--- src/rtl/sfbs_pkg.sv ---
// package for the spi flash boot sequencer: register map, opcodes, timing
// assumes a 100 MHz pclk and an APB master of 32-bit data
package sfbs_pkg;
   // register byte offsets
   localparam logic [7:0] SFBS_CTRL_OFF   = 8'h00;  // go, command, select
   localparam logic [7:0] SFBS_ADDR_OFF   = 8'h04;  // flash byte address
   localparam logic [7:0] SFBS_COUNT_OFF  = 8'h08;  // data bytes to move
   localparam logic [7:0] SFBS_WDATA_OFF  = 8'h0c;  // program data byte
   localparam logic [7:0] SFBS_RDATA_OFF  = 8'h10;  // read data byte
   localparam logic [7:0] SFBS_STATUS_OFF = 8'h14;  // block state
   // control field positions
   localparam int SFBS_CTRL_GO     = 0;
   localparam int SFBS_CTRL_CMD_LO = 1;
   localparam int SFBS_CTRL_CMD_HI = 3;
   localparam int SFBS_CTRL_SEL    = 4;
   localparam int SFBS_CTRL_FAST   = 5;
   // flash opcodes
   localparam logic [7:0] SFBS_OP_WENABLE = 8'h06;
   localparam logic [7:0] SFBS_OP_STREAD  = 8'h05;
   localparam logic [7:0] SFBS_OP_STWRITE = 8'h01;
   localparam logic [7:0] SFBS_OP_READ  = 8'h0b;
   localparam logic [7:0] SFBS_OP_PROG  = 8'h02;
   localparam logic [7:0] SFBS_OP_SERA  = 8'h20;
   localparam logic [7:0] SFBS_OP_CERA  = 8'hc7;
   // status bits of the flash
   localparam int SFBS_BUSY_FLAG_BIT   = 0;
   localparam int SFBS_WRITE_LATCH_BIT = 1;
   // geometry
   localparam int SFBS_ADDR_W    = 24;
   localparam int SFBS_PAGE_SIZE = 256;
   // serial clock rates and derived half periods in pclk cycles
   localparam int SFBS_PCLK_KHZ  = 100000;
   localparam int SFBS_SLOW_KHZ  = 1420;
   localparam int SFBS_FAST_KHZ  = 30000;
   localparam int SFBS_SLOW_HALF = (SFBS_PCLK_KHZ + 2*SFBS_SLOW_KHZ - 1) / (2*SFBS_SLOW_KHZ);
   localparam int SFBS_FAST_HALF = (SFBS_PCLK_KHZ + 2*SFBS_FAST_KHZ - 1) / (2*SFBS_FAST_KHZ);
   // select high time between frames
   localparam int SFBS_DESEL_NS  = 200;
   localparam int SFBS_DESEL_CYC = (SFBS_DESEL_NS * SFBS_PCLK_KHZ + 999999) / 1000000;
   // user commands
   typedef enum logic [2:0] {
      SFBS_C_READ, SFBS_C_PROG, SFBS_C_SERA, SFBS_C_CERA, SFBS_C_STREAD
   } sfbs_cmd_e;
   typedef enum logic [3:0] {
      SFBS_S_RST, SFBS_S_BOOT, SFBS_S_IDLE, SFBS_S_WENABLE, SFBS_S_POLL,
      SFBS_S_STWRITE, SFBS_S_CMD, SFBS_S_XFER, SFBS_S_GAP, SFBS_S_DONE
   } sfbs_state_e;
   // serial pin group
   typedef struct packed {
      logic sclk;
      logic mosi;
      logic cs0_n;
      logic cs1_n;
   } sfbs_pins_s;
endpackage

--- src/rtl/sfbs_top.sv ---
// spi flash boot sequencer: boot copy, unprotect, program and erase
// assumes an APB master on pclk and a mode 0 serial flash on the pins
//
// Functional notes
// - 24-bit addresses reach 16 MB flash
// - serial clock starts 1.39 MHz, later 25 MHz
// - two selects, boot always on zero
// - copy code first, then signal init start
// - single data line each direction
// - mode 0: idle low, change falling
// - status bit 0 is busy
// - status bit 1 is write latch
// - one status byte per command only
// - boot: enable, poll latch, write zero status
// - enable and poll before program, erase
// - reset low floats clock, data, select zero
`default_nettype none
module sfbs_top
   import sfbs_pkg::*;
#(
   parameter int BOOT_BYTES = 4096  // bytes copied at boot
)(
   input  wire logic        pclk,                  // system clock
   input  wire logic        presetn,               // async reset, low
   input  wire logic        psel,                  // apb select
   input  wire logic        penable,               // apb enable
   input  wire logic        pwrite,                // apb direction
   input  wire logic [7:0]  paddr,                 // apb address
   input  wire logic [31:0] pwdata,                // apb write data
   output logic      [31:0] prdata,                // apb read data
   output logic             pready,                // apb ready
   output logic             pslverr,               // apb error
   input  wire logic        flash_serial_in,       // flash data to us
   output logic             flash_serial_clock,    // serial clock
   output logic             flash_serial_clock_oe_n, // low drives clock
   output logic             flash_serial_out,      // data to flash
   output logic             flash_serial_out_oe_n, // low drives data
   output logic             boot_flash_select_n,   // select zero
   output logic             boot_flash_select_oe_n,// low drives select zero
   output logic             second_flash_select_n, // select one
   output logic             boot_mem_we,           // program memory write
   output logic [15:0]      boot_mem_addr,         // program memory index
   output logic [7:0]       boot_mem_data,         // program memory byte
   output logic             init_start             // auto-init may run
);
   typedef struct packed {
      sfbs_state_e       st;
      sfbs_state_e       after;       // state that launched the current frame
      logic [1:0]        miso_sync;
      logic              fast;
      logic              sel1;
      logic [2:0]        cmd;
      logic [SFBS_ADDR_W-1:0] addr;
      logic [SFBS_ADDR_W-1:0] count;
      logic [7:0]        wdata;
      logic [7:0]        rdata;
      logic [7:0]        status;
      logic              busy;
      logic [5:0]        div;
      logic              sclk;
      logic [7:0]        sh_out;
      logic [7:0]        sh_in;
      logic [2:0]        bit_cnt;
      logic [2:0]        byte_idx;    // header byte index
      logic [2:0]        hdr_len;
      logic              in_data;
      logic              cs_n;
      logic              frame_dir_rd;
      logic              wdata_ok;    // program byte ready
      logic [15:0]       mem_addr;
      logic              mem_we;
      logic              init;
      logic              pready;
      logic [31:0]       prdata;
      logic              booting;
   } sfbs_state_s;

   sfbs_state_s s_reg, s_next;

   // header byte for the current frame
   function automatic logic [7:0] hdr_byte(input logic [7:0] op, input logic [2:0] i,
                                           input logic [SFBS_ADDR_W-1:0] a);
      case (i)
         3'd0:    hdr_byte = op;
         3'd1:    hdr_byte = a[23:16];
         3'd2:    hdr_byte = a[15:8];
         3'd3:    hdr_byte = a[7:0];
         default: hdr_byte = 8'h00;  // dummy byte
      endcase
   endfunction

   // opcode of a user command
   function automatic logic [7:0] cmd_op(input logic [2:0] c);
      case (c)
         SFBS_C_READ: cmd_op = SFBS_OP_READ;
         SFBS_C_PROG: cmd_op = SFBS_OP_PROG;
         SFBS_C_SERA: cmd_op = SFBS_OP_SERA;
         SFBS_C_CERA: cmd_op = SFBS_OP_CERA;
         default:     cmd_op = SFBS_OP_STREAD;
      endcase
   endfunction

   // header length per opcode
   function automatic logic [2:0] op_len(input logic [7:0] op);
      if (op == SFBS_OP_READ)
         op_len = 3'd5;
      else if (op == SFBS_OP_PROG || op == SFBS_OP_SERA)
         op_len = 3'd4;
      else
         op_len = 3'd1;
      return op_len;
   endfunction

   logic       apb_wr;
   logic       apb_rd;
   logic [5:0] half;
   logic       miso;
   logic [7:0] cur_op;
   logic [7:0] in_byte;

   // apb strobes and synchronised serial input
   assign apb_wr = psel && penable && pwrite && !s_reg.pready;
   assign apb_rd = psel && penable && !pwrite && !s_reg.pready;
   assign half   = s_reg.fast ? 6'(SFBS_FAST_HALF) : 6'(SFBS_SLOW_HALF);
   assign miso   = s_reg.miso_sync[1];
   assign in_byte = {s_reg.sh_in[6:0], miso};  // byte with the newest bit

   // next state
   always_comb
   begin
      s_next = s_reg;
      s_next.miso_sync = {s_reg.miso_sync[0], flash_serial_in};
      s_next.mem_we = 1'b0;
      s_next.pready = 1'b0;
      cur_op = SFBS_OP_STREAD;

      // register bus
      if (apb_rd)
      begin
         s_next.pready = 1'b1;
         if (paddr == SFBS_ADDR_OFF)
            s_next.prdata = {8'h00, s_reg.addr};
         else if (paddr == SFBS_COUNT_OFF)
            s_next.prdata = {8'h00, s_reg.count};
         else if (paddr == SFBS_RDATA_OFF)
            s_next.prdata = {24'h000000, s_reg.rdata};
         else if (paddr == SFBS_STATUS_OFF)
            s_next.prdata = {24'h000000, s_reg.st, s_reg.wdata_ok, s_reg.init,
                             s_reg.busy, s_reg.status[SFBS_BUSY_FLAG_BIT]};
         else
            s_next.prdata = 32'h00000000;
      end
      else if (apb_wr)
      begin
         s_next.pready = 1'b1;
         if (paddr == SFBS_CTRL_OFF && s_reg.st == SFBS_S_IDLE && pwdata[SFBS_CTRL_GO])
         begin
            s_next.cmd  = pwdata[SFBS_CTRL_CMD_HI:SFBS_CTRL_CMD_LO];
            s_next.sel1 = pwdata[SFBS_CTRL_SEL];
            s_next.busy = 1'b1;
         end
         else if (paddr == SFBS_CTRL_OFF)
            s_next.fast = (pwdata[SFBS_CTRL_FAST] & s_reg.init) | s_reg.fast;
         else if (paddr == SFBS_ADDR_OFF)
            s_next.addr = pwdata[SFBS_ADDR_W-1:0];
         else if (paddr == SFBS_COUNT_OFF)
            s_next.count = pwdata[SFBS_ADDR_W-1:0];
         else if (paddr == SFBS_WDATA_OFF)
         begin
            s_next.wdata = pwdata[7:0];
            s_next.wdata_ok = 1'b1;
         end
      end

      // opcode of the frame being launched; the user command's opcode otherwise
      case (s_reg.st)
         SFBS_S_WENABLE: cur_op = SFBS_OP_WENABLE;
         SFBS_S_POLL:    cur_op = SFBS_OP_STREAD;
         SFBS_S_STWRITE: cur_op = SFBS_OP_STWRITE;
         SFBS_S_BOOT: cur_op = SFBS_OP_READ;
         default:     cur_op = cmd_op(s_reg.cmd);
      endcase

      case (s_reg.st)
         SFBS_S_RST:
         begin
            // boot: unprotect first, then copy the image
            s_next.booting = 1'b1;
            s_next.sel1    = 1'b0;
            s_next.st      = SFBS_S_WENABLE;
         end
         SFBS_S_IDLE:
         begin
            if (s_reg.busy)
               s_next.st = (s_reg.cmd == SFBS_C_READ || s_reg.cmd == SFBS_C_STREAD)
                           ? SFBS_S_CMD : SFBS_S_WENABLE;
         end
         SFBS_S_WENABLE, SFBS_S_POLL, SFBS_S_STWRITE, SFBS_S_CMD, SFBS_S_BOOT:
         begin
            // start a frame: load first byte, select low
            s_next.sh_out   = cur_op;
            s_next.byte_idx = 3'd0;
            s_next.bit_cnt  = 3'd0;
            s_next.div      = 6'd0;
            s_next.sclk     = 1'b0;
            s_next.in_data  = 1'b0;
            s_next.cs_n     = 1'b0;
            s_next.hdr_len  = op_len(cur_op);
            s_next.frame_dir_rd = (cur_op == SFBS_OP_READ || cur_op == SFBS_OP_STREAD);
            if (s_reg.st == SFBS_S_BOOT)
            begin
               s_next.addr  = '0;
               s_next.count = SFBS_ADDR_W'(BOOT_BYTES);
            end
            s_next.after = s_reg.st;
            s_next.st    = SFBS_S_XFER;
         end
         SFBS_S_XFER:
         begin
            if (s_reg.div == half - 6'd1)
            begin
               s_next.div  = 6'd0;
               s_next.sclk = !s_reg.sclk;
               // take the bit as sclk falls: the synchroniser lags the pin two clocks
               if (s_reg.sclk)
                  s_next.sh_in = in_byte;
               if (s_reg.sclk && s_reg.bit_cnt != 3'd7)
               begin
                  // falling edge: shift out next bit
                  s_next.bit_cnt = s_reg.bit_cnt + 3'd1;
                  s_next.sh_out  = {s_reg.sh_out[6:0], 1'b0};
               end
               else if (s_reg.sclk)
               begin
                  // byte boundary
                  s_next.bit_cnt = 3'd0;
                  if (!s_reg.in_data && s_reg.byte_idx + 3'd1 < s_reg.hdr_len)
                  begin
                     s_next.byte_idx = s_reg.byte_idx + 3'd1;
                     s_next.sh_out = hdr_byte(cur_op, s_reg.byte_idx + 3'd1, s_reg.addr);
                  end
                  else if (s_reg.after == SFBS_S_POLL || s_reg.after == SFBS_S_STWRITE
                           || (s_reg.after == SFBS_S_CMD && s_reg.cmd == SFBS_C_STREAD))
                  begin
                     // one status byte only, sent or received after the opcode
                     if (s_reg.in_data)
                        s_next.st = SFBS_S_GAP;
                     s_next.in_data = 1'b1;
                     s_next.sh_out  = 8'h00;
                     if (s_reg.in_data && s_reg.after != SFBS_S_STWRITE)
                        s_next.status = in_byte;
                  end
                  else if (s_reg.hdr_len == 3'd1 || s_reg.after == SFBS_S_WENABLE
                           || cur_op == SFBS_OP_SERA || cur_op == SFBS_OP_CERA)
                     s_next.st = SFBS_S_GAP;
                  else
                  begin
                     // data phase, address auto-increments
                     if (s_reg.in_data)
                     begin
                        s_next.addr  = s_reg.addr + 24'd1;
                        s_next.count = s_reg.count - 24'd1;
                        if (s_reg.frame_dir_rd)
                        begin
                           s_next.rdata = in_byte;
                           s_next.mem_we = s_reg.booting;
                           s_next.mem_addr = s_reg.addr[15:0];
                        end
                     end
                     s_next.in_data = 1'b1;
                     s_next.sh_out  = s_reg.wdata;
                     s_next.wdata_ok = apb_wr && paddr == SFBS_WDATA_OFF;  // new byte wins
                     if (s_reg.in_data && (s_reg.count == 24'd1
                         || (!s_reg.frame_dir_rd && s_reg.addr[7:0] == 8'hff)))
                        s_next.st = SFBS_S_GAP;
                  end
               end
            end
            else
               s_next.div = s_reg.div + 6'd1;
         end
         SFBS_S_GAP:
         begin
            // select high for the deselect time
            s_next.cs_n = 1'b1;
            s_next.sclk = 1'b0;
            s_next.div  = s_reg.div + 6'd1;
            if (s_reg.div >= 6'(SFBS_DESEL_CYC))
            begin
               s_next.div = 6'd0;
               s_next.st  = SFBS_S_DONE;
            end
         end
         default:
         begin
            // frame finished: decide the next one
            case (s_reg.after)
               SFBS_S_WENABLE: s_next.st = SFBS_S_POLL;
               SFBS_S_POLL:
                  if (s_reg.status[SFBS_WRITE_LATCH_BIT])
                     s_next.st = s_reg.booting ? SFBS_S_STWRITE : SFBS_S_CMD;
                  else
                     s_next.st = SFBS_S_POLL;
               SFBS_S_STWRITE: s_next.st = SFBS_S_BOOT;
               SFBS_S_BOOT:
               begin
                  s_next.booting = 1'b0;
                  s_next.init    = 1'b1;
                  s_next.fast    = 1'b1;
                  s_next.st      = SFBS_S_IDLE;
               end
               default:
               begin
                  s_next.busy = 1'b0;
                  s_next.st   = SFBS_S_IDLE;
               end
            endcase
         end
      endcase
   end

   // state register
   always_ff @(posedge pclk or negedge presetn)
   begin
      if (!presetn)
      begin
         s_reg       <= '0;
         s_reg.st    <= SFBS_S_RST;
         s_reg.after <= SFBS_S_RST;
         s_reg.cs_n  <= 1'b1;
      end
      else
         s_reg <= s_next;
   end

   // pin outputs; enables come from reset-held flops so they float in reset
   logic oe_n_reg;
   logic [1:0] cs_reg;
   always_ff @(posedge pclk or negedge presetn)
   begin
      if (!presetn)
      begin
         oe_n_reg <= 1'b1;
         cs_reg   <= 2'b11;
      end
      else
      begin
         oe_n_reg <= 1'b0;
         cs_reg   <= {s_next.cs_n | !s_next.sel1, s_next.cs_n | s_next.sel1};
      end
   end

   assign flash_serial_clock      = s_reg.sclk;
   assign flash_serial_clock_oe_n = oe_n_reg;
   assign flash_serial_out        = s_reg.sh_out[7];
   assign flash_serial_out_oe_n   = oe_n_reg;
   assign boot_flash_select_n     = cs_reg[0];
   assign boot_flash_select_oe_n  = oe_n_reg;
   assign second_flash_select_n   = cs_reg[1];
   assign boot_mem_we             = s_reg.mem_we;
   assign boot_mem_addr           = s_reg.mem_addr;
   assign boot_mem_data           = s_reg.rdata;
   assign init_start              = s_reg.init;
   assign prdata                  = s_reg.prdata;
   assign pready                  = s_reg.pready;
   assign pslverr                 = 1'b0;

   // clock idles low whenever the select is high
   a_sclk_idle_low: assert property (@(posedge pclk) disable iff (!presetn)
      s_reg.cs_n |-> !s_reg.sclk) else $error("serial clock high while deselected");
   // init only after boot copy
   a_init_after_copy: assert property (@(posedge pclk) disable iff (!presetn)
      $rose(s_reg.init) |-> !s_reg.booting) else $error("init raised during boot");
   // write status only after latch seen
   a_stwrite_after_latch: assert property (@(posedge pclk) disable iff (!presetn)
      (s_reg.st == SFBS_S_STWRITE) |-> s_reg.status[SFBS_WRITE_LATCH_BIT])
      else $error("status write without latch");
   // program command only after latch seen
   a_prog_after_latch: assert property (@(posedge pclk) disable iff (!presetn)
      (s_reg.st == SFBS_S_CMD && s_reg.cmd inside {SFBS_C_PROG, SFBS_C_SERA, SFBS_C_CERA})
      |-> s_reg.status[SFBS_WRITE_LATCH_BIT]) else $error("write without latch");
   // boot frames use select zero
   a_boot_sel_zero: assert property (@(posedge pclk) disable iff (!presetn)
      s_reg.booting |-> ##1 second_flash_select_n) else $error("boot on select one");
   // slow rate during boot
   a_boot_slow: assert property (@(posedge pclk) disable iff (!presetn)
      s_reg.booting |-> !s_reg.fast) else $error("fast clock during boot");
   // apb answers one cycle after access
   a_apb_answer: assert property (@(posedge pclk) disable iff (!presetn)
      (psel && penable && !pready) |=> pready) else $error("apb answer late");
   // outputs driven after reset
   a_pins_driven: assert property (@(posedge pclk) disable iff (!presetn)
      $past(presetn) |-> !flash_serial_out_oe_n) else $error("pins float out of reset");
endmodule // sfbs_top
`default_nettype wire

--- config.mk ---
export PLATFORM = sky130hd
export DESIGN_NAME = sfbs_top
export DESIGN_NICKNAME = d
export VERILOG_FILES = /design/src/rtl/sfbs_pkg.sv /design/src/rtl/sfbs_top.sv
export SDC_FILE = /design/constraint.sdc
export NUM_CORES = 1
export LEC_CHECK = 0
export BUFFER_PORTS_ARGS = -buffer_cell sky130_fd_sc_hd__buf_4
export CAP_MARGIN = 20
export CELL_PAD_IN_SITES_DETAIL_PLACEMENT = 1
export CELL_PAD_IN_SITES_GLOBAL_PLACEMENT = 2
export CORE_ASPECT_RATIO = 1.2
export CORE_MARGIN = 2
export CORE_UTILIZATION = 39
export DETAILED_ROUTE_END_ITERATION = 16
export GPL_TIMING_DRIVEN = 0
export PLACE_DENSITY_LB_ADDON = 0.1
export SYNTH_ARGS = -nofsm -noshare
export SYNTH_HDL_FRONTEND = slang
export SYNTH_SLANG_ARGS = --single-unit
--- constraint.sdc ---
create_clock -name pclk -period 5.77 [get_ports pclk]
set_input_delay 1.154 -clock pclk [delete_from_list [all_inputs] [get_ports pclk]]
set_output_delay 1.154 -clock pclk [all_outputs]
set_load 0.005 [all_outputs]
Yosys cells after proc, flatten, opt, wreduce, memory -nomap -nowiden
Cells that the tools add are included.
Storage, ports and cells
  register bits: 173
  bits in latches: 0
  bits in writable memories: 0
  ROM bits: 0
  bits of input ports: 46
  word-level logic and storage cells: 253
  memories: 0
Cells by class
  $add $sub $neg: 6
  multipliers: 0
  divide/modulo/power cells: 0
  $lt $le $gt $ge: 2
  eq/ne operators: 48
  shifts and indexed selects: 0
  mux-type cells: 98
  bitwise operators: 15
  reductions and logical operators: 53
Operators with widths (count)
  2-to-1 mux 48 bit: 8
  2-to-1 mux 32 bit: 4
  2-to-1 mux 18 bit: 7
  2-to-1 mux 61 bit: 2
  2-to-1 mux 56 bit: 2
  case mux 48 bit (2 select lines): 1
  case mux 8 bit (4 select lines): 3
  2-to-1 mux 8 bit: 9
  2-to-1 mux 24 bit: 2
  2-to-1 mux 4 bit: 11
  2-to-1 mux 17 bit: 2
  == test 4 x 3 -> 1 bit (second input constant): 7
  2-to-1 mux 1 bit: 26
  adder 24 x 1 -> 24 bit (second input constant): 1
  == test 24 x 1 -> 1 bit (second input constant): 1
  == test 8 x 4 -> 1 bit (second input constant): 3
  2-to-1 mux 6 bit: 4
  subtractor 24 x 1 -> 24 bit (second input constant): 1
  2-to-1 mux 23 bit: 1
  case mux 7 bit (3 select lines): 1
  case mux 4 bit (5 select lines): 1
  2-to-1 mux 3 bit: 6
  == test 8 x 3 -> 1 bit (second input constant): 2
  == test 8 x 5 -> 1 bit (second input constant): 2
  48 further kinds: 115

Logic depth before layout (Yosys ltp)
Gate-level depths: netlist of the first run.
  depth in word-level cells: 16
  mapped depth: 10

Least setup slack after synthesis of the first run
Ideal clock, no wire load.
  path type: input to register
  from: input port paddr[5]
  to: register s_reg[133] in the netlist's numbering
  setup time: 0.087 ns
  data arrival time: 3.006 ns
  required time: 5.683 ns
  path slack: 2.678 ns
  cell stages on the path: 8
  buffers on the path: 2
  cell sequence: or3_4 or4_4 or2_1 buf_6 a211oi_4 buf_6 nand2_1 o211ai_1
RTL lines
  start: declaration: line sfbs_top.sv:28  | input wire logic [7:0] paddr,
  end signal: assignment: line sfbs_top.sv:333  | s_reg <= s_next;
  end: declaration: line sfbs_top.sv:78  | sfbs_state_s s_reg, s_next;

==> impl_metrics.tcl, run 1 <==
set metrics [dict create \
    crit_path_end_kind "register" \
    globalRouteOverflowTotal 0 \
    synth_flop_cell "dfrtp_1" \
    numPortBuffers 95 \
    grt_pass1_vias 8659 \
    finish.utilization_pct 47.14 \
    ir_drop_mv 0.2047 \
    gp_congestion 0.9278 \
    setup_tns_ps 0 \
    synth.avg_cell_area_sq_um 9.426 \
    min_from "s_next[167]" \
    hold_class "register to register" \
    syn_area_sq_um 9539 \
    final_nets 1197 \
    tightest_slew_ps 1024 \
    hpwl_microns 25570 \
    yosysUniqueCellTypes 81 \
    grt_setup_unrepaired "no" \
    die_width_microns 146.8 \
    cts_buffer_depth 2 \
    start_kind "register" \
    timing.rr.end "s_reg[153]" \
    post-route-period-util_pct 61.49 \
    rows 62 \
    die_h_microns 175.3 \
    vias 8530 \
    cts_buffers 17 \
    wl_microns 34140 \
    r2r_cells 9 \
    grtUsageTotal_pct 27.02 \
    n_antenna_cell 0 \
    postCtsHoldBufs 0 \
    crit_type "register to register" \
    cts.clk_slew.worst_paths_ps 80 \
    slew_headroom_pct 31.36 \
    cts_root_buffer "clkbuf_16" \
    whs_endpoint "in_byte[0]" \
    insertion_delay_ps 440 \
    finalSetupViolations 0 \
    r2r_start "s_reg[174]" \
    antenna_found_initial 0 \
    seq_area_frac_synth_pct 42.81 \
    cts_resized 0 \
    largest_reg_flops 98 \
    async_flop_share_pct 100.0 \
    die_area_sq_um 25730 \
    cts_tree "built" \
    synth_seq_cells 163 \
    leakage_nw 4.843 \
    finalHoldViolCount 0 \
    fmax_ghz 0.2818 \
    critical_path_arrival_ps 3930 \
    r2r_slack_ps 2220 \
    start_util_pct 39.80 \
    grt_pass1_wl_microns 52680 \
    syn2layout_area_growth_pct 18.47 \
    drc 0 \
    status "finished clean" \
    ant_nets 0 \
    wl_per_cell_microns 23.21 \
    grt_max_degree 94 \
    viasPerCell 5.799 \
    min_delay_path_depth 0 \
    slew_violations 0 \
    ys_warn_count 0 \
    syn_inst 1012 \
    fillers 2792 \
    synth_edf_count 0 \
    cp_max_fo 10 \
    clock-sinks 163 \
    drive_gt1_share_pct 24.41 \
    postCtsSetupRepairBufs 0 \
    cp.required_ps 6150 \
    maxCapViolations 0 \
    io_pins 113 \
    core_area_sq_um 23970 \
    h-tree-depth 4 \
    clock_skew_ps 13.56 \
    dr.pass1.iters 7 \
    fin_crit_ps 3548 \
    p_per_area_nw_per_um2 228.3 \
    drt_iter0_drc 613 \
]
==> how the worst max path moves through the flow <==
stage,cells after the start,end,slack [ps],from
3_3_place_gp,8,s_reg[145],1950,paddr[4]
4_1_cts,9,s_reg[153],2240,s_reg[174]
2_1_floorplan,8,s_reg[133],2680,paddr[5]
5_1_grt,9,s_reg[153],2100,s_reg[174]
3_5_place_dp,8,s_reg[156],1960,paddr[4]
6_report,9,s_reg[153],2220,s_reg[174]
==> placed cells by master (no fill, tap or decap), drive strengths merged, types with 19 or more instances in the layout <==
cell      n
buf     175
dfrtp   159
nand2    86
a21oi    79
nor2     70
o21ai    64
clkbuf   59
mux2     44
inv      39
nor3     30
nand3    22
a22oi    20
or3      20
a31oi    19
==> power by group <==
| group | leakage [nW] | switching, mW | internal, mW |
|---|---|---|---|
| sequential | 1.99 | 0.0325 | 1.18 |
| clock | 0.267 | 0.555 | 0.575 |
| combinational | 2.58 | 0.104 | 0.130 |
==> per-layer routing <==
layer / vias up / part of all wire (%) / global-route usage [%]
met1: 4366 / 42 / 33.80
li1: 3913 / - / -
met4: 0 / 2.4 / 7.727
met5: - / 0 / 0
met2: 205 / 52 / 48.63
met3: 46 / 3.5 / 3.792
==> logic make-up (layout without fill, tap and decap cells) <==
| group | Yosys count | count (layout) | share of synthesized area [%] |
|---|---|---|---|
| buffers and inverters | 148 | 278 | 8.631 |
| XOR/XNOR | 15 | 15 | 1.377 |
| AO/OA/AOI/OAI | 291 | 291 | 20.70 |
| multiplexers | 55 | 55 | 6.348 |
| flip-flops | 163 | 163 | 42.81 |
| adder cells (fa/ha/maj) | 13 | 13 | 1.705 |
| other | 1 | 10 | 0.03931 |
| AND/OR/NAND/NOR | 326 | 326 | 18.39 |
==> metrics by stage <==
step | setup slack [ps] | hold slack, ps | total power [mW] | instance area [sq um] | std cells
global placement | 1947 | 334.7 | 1.467 | 10690 | 1436
CTS | 2238 | 347.1 | 2.603 | 11300 | 1470
floorplan | 2678 | 331.2 | 1.339 | 9573 | 1021
global route | 2098 | 359.2 | 2.674 | 11300 | 1471
detailed placement | 1963 | 337.1 | 1.476 | 10730 | 1438
finish | 2222 | 346.1 | 2.580 | 11300 | 1471
==> critical path, cell delays in order (launching register included) <==
cell       delay [ps]
dfrtp_1           400
buf_2             240
nand4b_1          670
a211oi_2          650
o2111ai_1         320
clkbuf_1          350
clkbuf_1          420
a21oi_1           290
a21oi_1            70
nand2_1            80
==> Yosys cell counts (5+ instances only) <==
library cell / n / area, sq um
buf_4: 60 / 450.4
nand4_1: 8 / 50.05
or3_1: 19 / 118.9
nor3_1: 28 / 140.1
o31ai_1: 14 / 105.1
a21oi_1: 79 / 395.4
and2_1: 9 / 56.30
nand3_1: 22 / 110.1
ha_1: 13 / 162.7
nor2b_1: 6 / 37.54
or4_1: 11 / 82.58
o21ai_0: 63 / 315.3
o41ai_1: 6 / 52.55
a221o_1: 9 / 90.09
nand4b_1: 5 / 43.79
and3_1: 6 / 37.54
a222oi_1: 15 / 150.1
o211ai_1: 9 / 67.56
clkbuf_1: 40 / 150.1
inv_1: 30 / 112.6
nand2_1: 84 / 315.3
a22oi_1: 20 / 150.1
xnor2_1: 10 / 87.58
nor2_1: 69 / 259.0
buf_2: 10 / 50.05
o22ai_1: 12 / 75.07
nor4_1: 8 / 50.05
mux2i_1: 11 / 110.1
xor2_1: 5 / 43.79
a31oi_1: 19 / 118.9
mux2_2: 44 / 495.5
nand2b_1: 15 / 93.84
dfrtp_1: 159 / 3979
==> final cells by class <==
class                           count  area (sq um)  share of cell area [%]
Tap cell                          320         400.4                   3.543
Multi-Input combinational cell    710          4666                   41.29
Clock buffer                       18         429.2                   3.798
Timing Repair Buffer               98         760.7                   6.732
Sequential cell                   163          4084                   36.14
Buffer                            118         710.7                   6.289
Inverter                           30         112.6                  0.9965
Clock inverter                     14         137.6                   1.218
No activity file was read; power rests on OpenSTA's default activity.
==> inputs of run 2 (changes only) <==
Settings changed: CORE_UTILIZATION 39 to 37.
Clock period 5.77 ns to 3.4 ns, I/O delays scaled along.
==> run 2 against run 1 <==
Net effect: die area up 5.3%; maximum frequency up 16%; sequential power up 69%; first-iteration DRC count down 7.3%; clock power up 77%; sequential share of layout area down 0.21 points; via count down 0.34%; final area up 0.59%; wire length up 1.6%; critical endpoint is now s_reg[126].
==> impl_metrics.tcl, run 2 (same netlist as run 1, synthesis figures left out) <==
set metrics [dict create \
    status "finished clean" \
    fin_ws_ps 334.2 \
    drive_gt1_share_pct 24.57 \
    layout_common_cells "dfrtp_1, buf_4, nand2_1, a21oi_1, nor2_1" \
    ir_drop_mv 0.2883 \
    hold_class "input port to asynchronous set/reset pin" \
    cts_buffers 17 \
    h-tree-depth 4 \
    cp.required_ps 3740 \
    wl_per_cell_microns 23.41 \
    drc 0 \
    die_area_sq_um 27090 \
    wl_microns 34690 \
    cts_root_buffer "clkbuf_16" \
    clock-sinks 163 \
    setup_tns_ps 0 \
    n_antenna_cell 0 \
    final_nets 1198 \
    syn2layout_area_growth_pct 19.16 \
    io_pins 113 \
    finalHoldViolCount 0 \
    fmax_ghz 0.3262 \
    grt_max_degree 93 \
    power.total_mw 4.463 \
    finalSetupViolations 0 \
    cts_buffer_depth 2 \
    grt_setup_unrepaired "no" \
    cp_max_fo 10 \
    start_util_pct 37.58 \
    die_h_microns 179.9 \
    globalRouteOverflowTotal 0 \
    ant_nets 0 \
    crit_path_top_delay_cell "clkbuf_1" \
    r2r_cells 10 \
    fin_crit_ps 3066 \
    insertion_delay_ps 450 \
    vias 8501 \
    seqPwrFrac_pct 46.2 \
    swShare_pct 26.51 \
    crit_path_end_kind "register" \
    start_kind "register" \
    r2r_start "s_reg[173]" \
    p_switching_mw 1.183 \
    post-place-ws_ps -40.49 \
    intPower_mw 3.280 \
    largest_reg_flops 98 \
    antenna_found_initial 0 \
    gp_congestion 0.8933 \
    p_clk_share_pct 44.9 \
    grtUsageTotal_pct 26.16 \
    maxCapViolations 0 \
    slew_violations 0 \
    critical_path_arrival_ps 3400 \
    viasPerCell 5.736 \
    slew_headroom_pct 28.93 \
    core_area_sq_um 25380 \
    die_width_microns 150.6 \
    cts.clk_slew.worst_paths_ps 70 \
    tightest_slew_ps 1060 \
    postCtsHoldBufs 0 \
    drt_iter0_drc 568 \
    layout_commonest_cell "dfrtp_1" \
    p_per_area_nw_per_um2 392.6 \
    cts_tree "built" \
    power_frac_comb_pct 8.9 \
    r2r_slack_ps 330 \
    numPortBuffers 95 \
    grt_pass1_wl_microns 52960 \
    crit_type "register to register" \
    post-route-period-util_pct 90.17 \
    leakage_nw 4.871 \
    hpwl_microns 25820 \
    slowest_delay_ps 630 \
    dr.pass1.iters 6 \
    crit_chain "buf_2, nand2b_1, a21oi_1, clkbuf_1, o2111ai_1, clkbuf_1, clkbuf_1, a21oi_1, a21oi_1, nand2_1" \
    timing.rr.end "s_reg[126]" \
    rows 64 \
    clock_skew_ps 13.66 \
    grt_pass1_vias 8644 \
]
[run 2: cell count changes in the layout (fill, tap and decap cells not counted), sizes merged]
cell / change
clkinvlp: -3
buf: +2
clkbuf: -1
clkinv: +3
bufinv: +1
inv: -1
[run 2: how the worst max path moves through the flow]
stage / cells after the start / from / slack [ps] / end
2_1_floorplan: 8 / paddr[5] / 780 / s_reg[133]
3_3_place_gp: 6 / s_reg[174] / -60 / s_reg[90]
3_5_place_dp: 6 / s_reg[174] / -40 / s_reg[90]
4_1_cts: 6 / s_reg[174] / 10 / s_reg[89]
5_1_grt: 8 / s_reg[59] / 70 / s_reg[78]
6_report: 10 / s_reg[173] / 330 / s_reg[126]
[run 2: final cells by class]
| cell class | count | area, sq um |
|---|---|---|
| fillers | 2927 | 14020 |
| multi-input cells | 710 | 4681 |
| flip-flops and latches | 163 | 4084 |
| clock buffers | 18 | 429.2 |
| well taps | 330 | 412.9 |
| clock inverters | 14 | 165.2 |
| plain buffers | 118 | 711.9 |
| inverters | 30 | 112.6 |
| repair buffers | 99 | 770.7 |
[run 2: power by group through the flow]
| stage | clock network (mW) | logic [mW] | registers (mW) |
|---|---|---|---|
| floorplan | 0 | 0.190 | 2.08 |
| global placement | 0 | 0.394 | 2.10 |
| detailed placement | 0 | 0.405 | 2.10 |
| CTS | 2.03 | 0.406 | 2.06 |
| global route | 2.11 | 0.441 | 2.07 |
| finish | 2.00 | 0.398 | 2.06 |
[run 2: per-stage QoR]
stage | area (sq um) | hold WS, ps | std cells | util (%)
after floorplan | 9573 | 331.2 | 1021 | -
final | 11370 | 180.2 | 1482 | 44.78
after global routing | 11370 | 210.5 | 1482 | 44.78
after CTS | 11340 | 192.0 | 1479 | 44.69
after global placement | 10700 | 333.0 | 1446 | 42.15
after detailed placement | 10730 | 340.5 | 1447 | 42.29
[run 2: per-layer routing]
metal,track usage (%),up-vias,part of all wire (%)
li1,-,3923,-
met3,3.909,52,3.5
met2,45.53,195,52
met4,8.710,0,2.5
met5,0,-,0
met1,32.95,4331,42
[run 2: what timing repair did]
item,CTS,global route
resized for setup,3,0
pin swaps,1,0
setup endpoints to repair,2,16
buffers inserted,0,2
[run 2: worst max-delay path: cells and delay by family, from the launching register on]
kind	cells	cell delay [ps]
buffers and inverters	4	1610
AND/OR/NAND/NOR	2	200
flip-flops	1	360
AO/OA/AOI/OAI	4	780
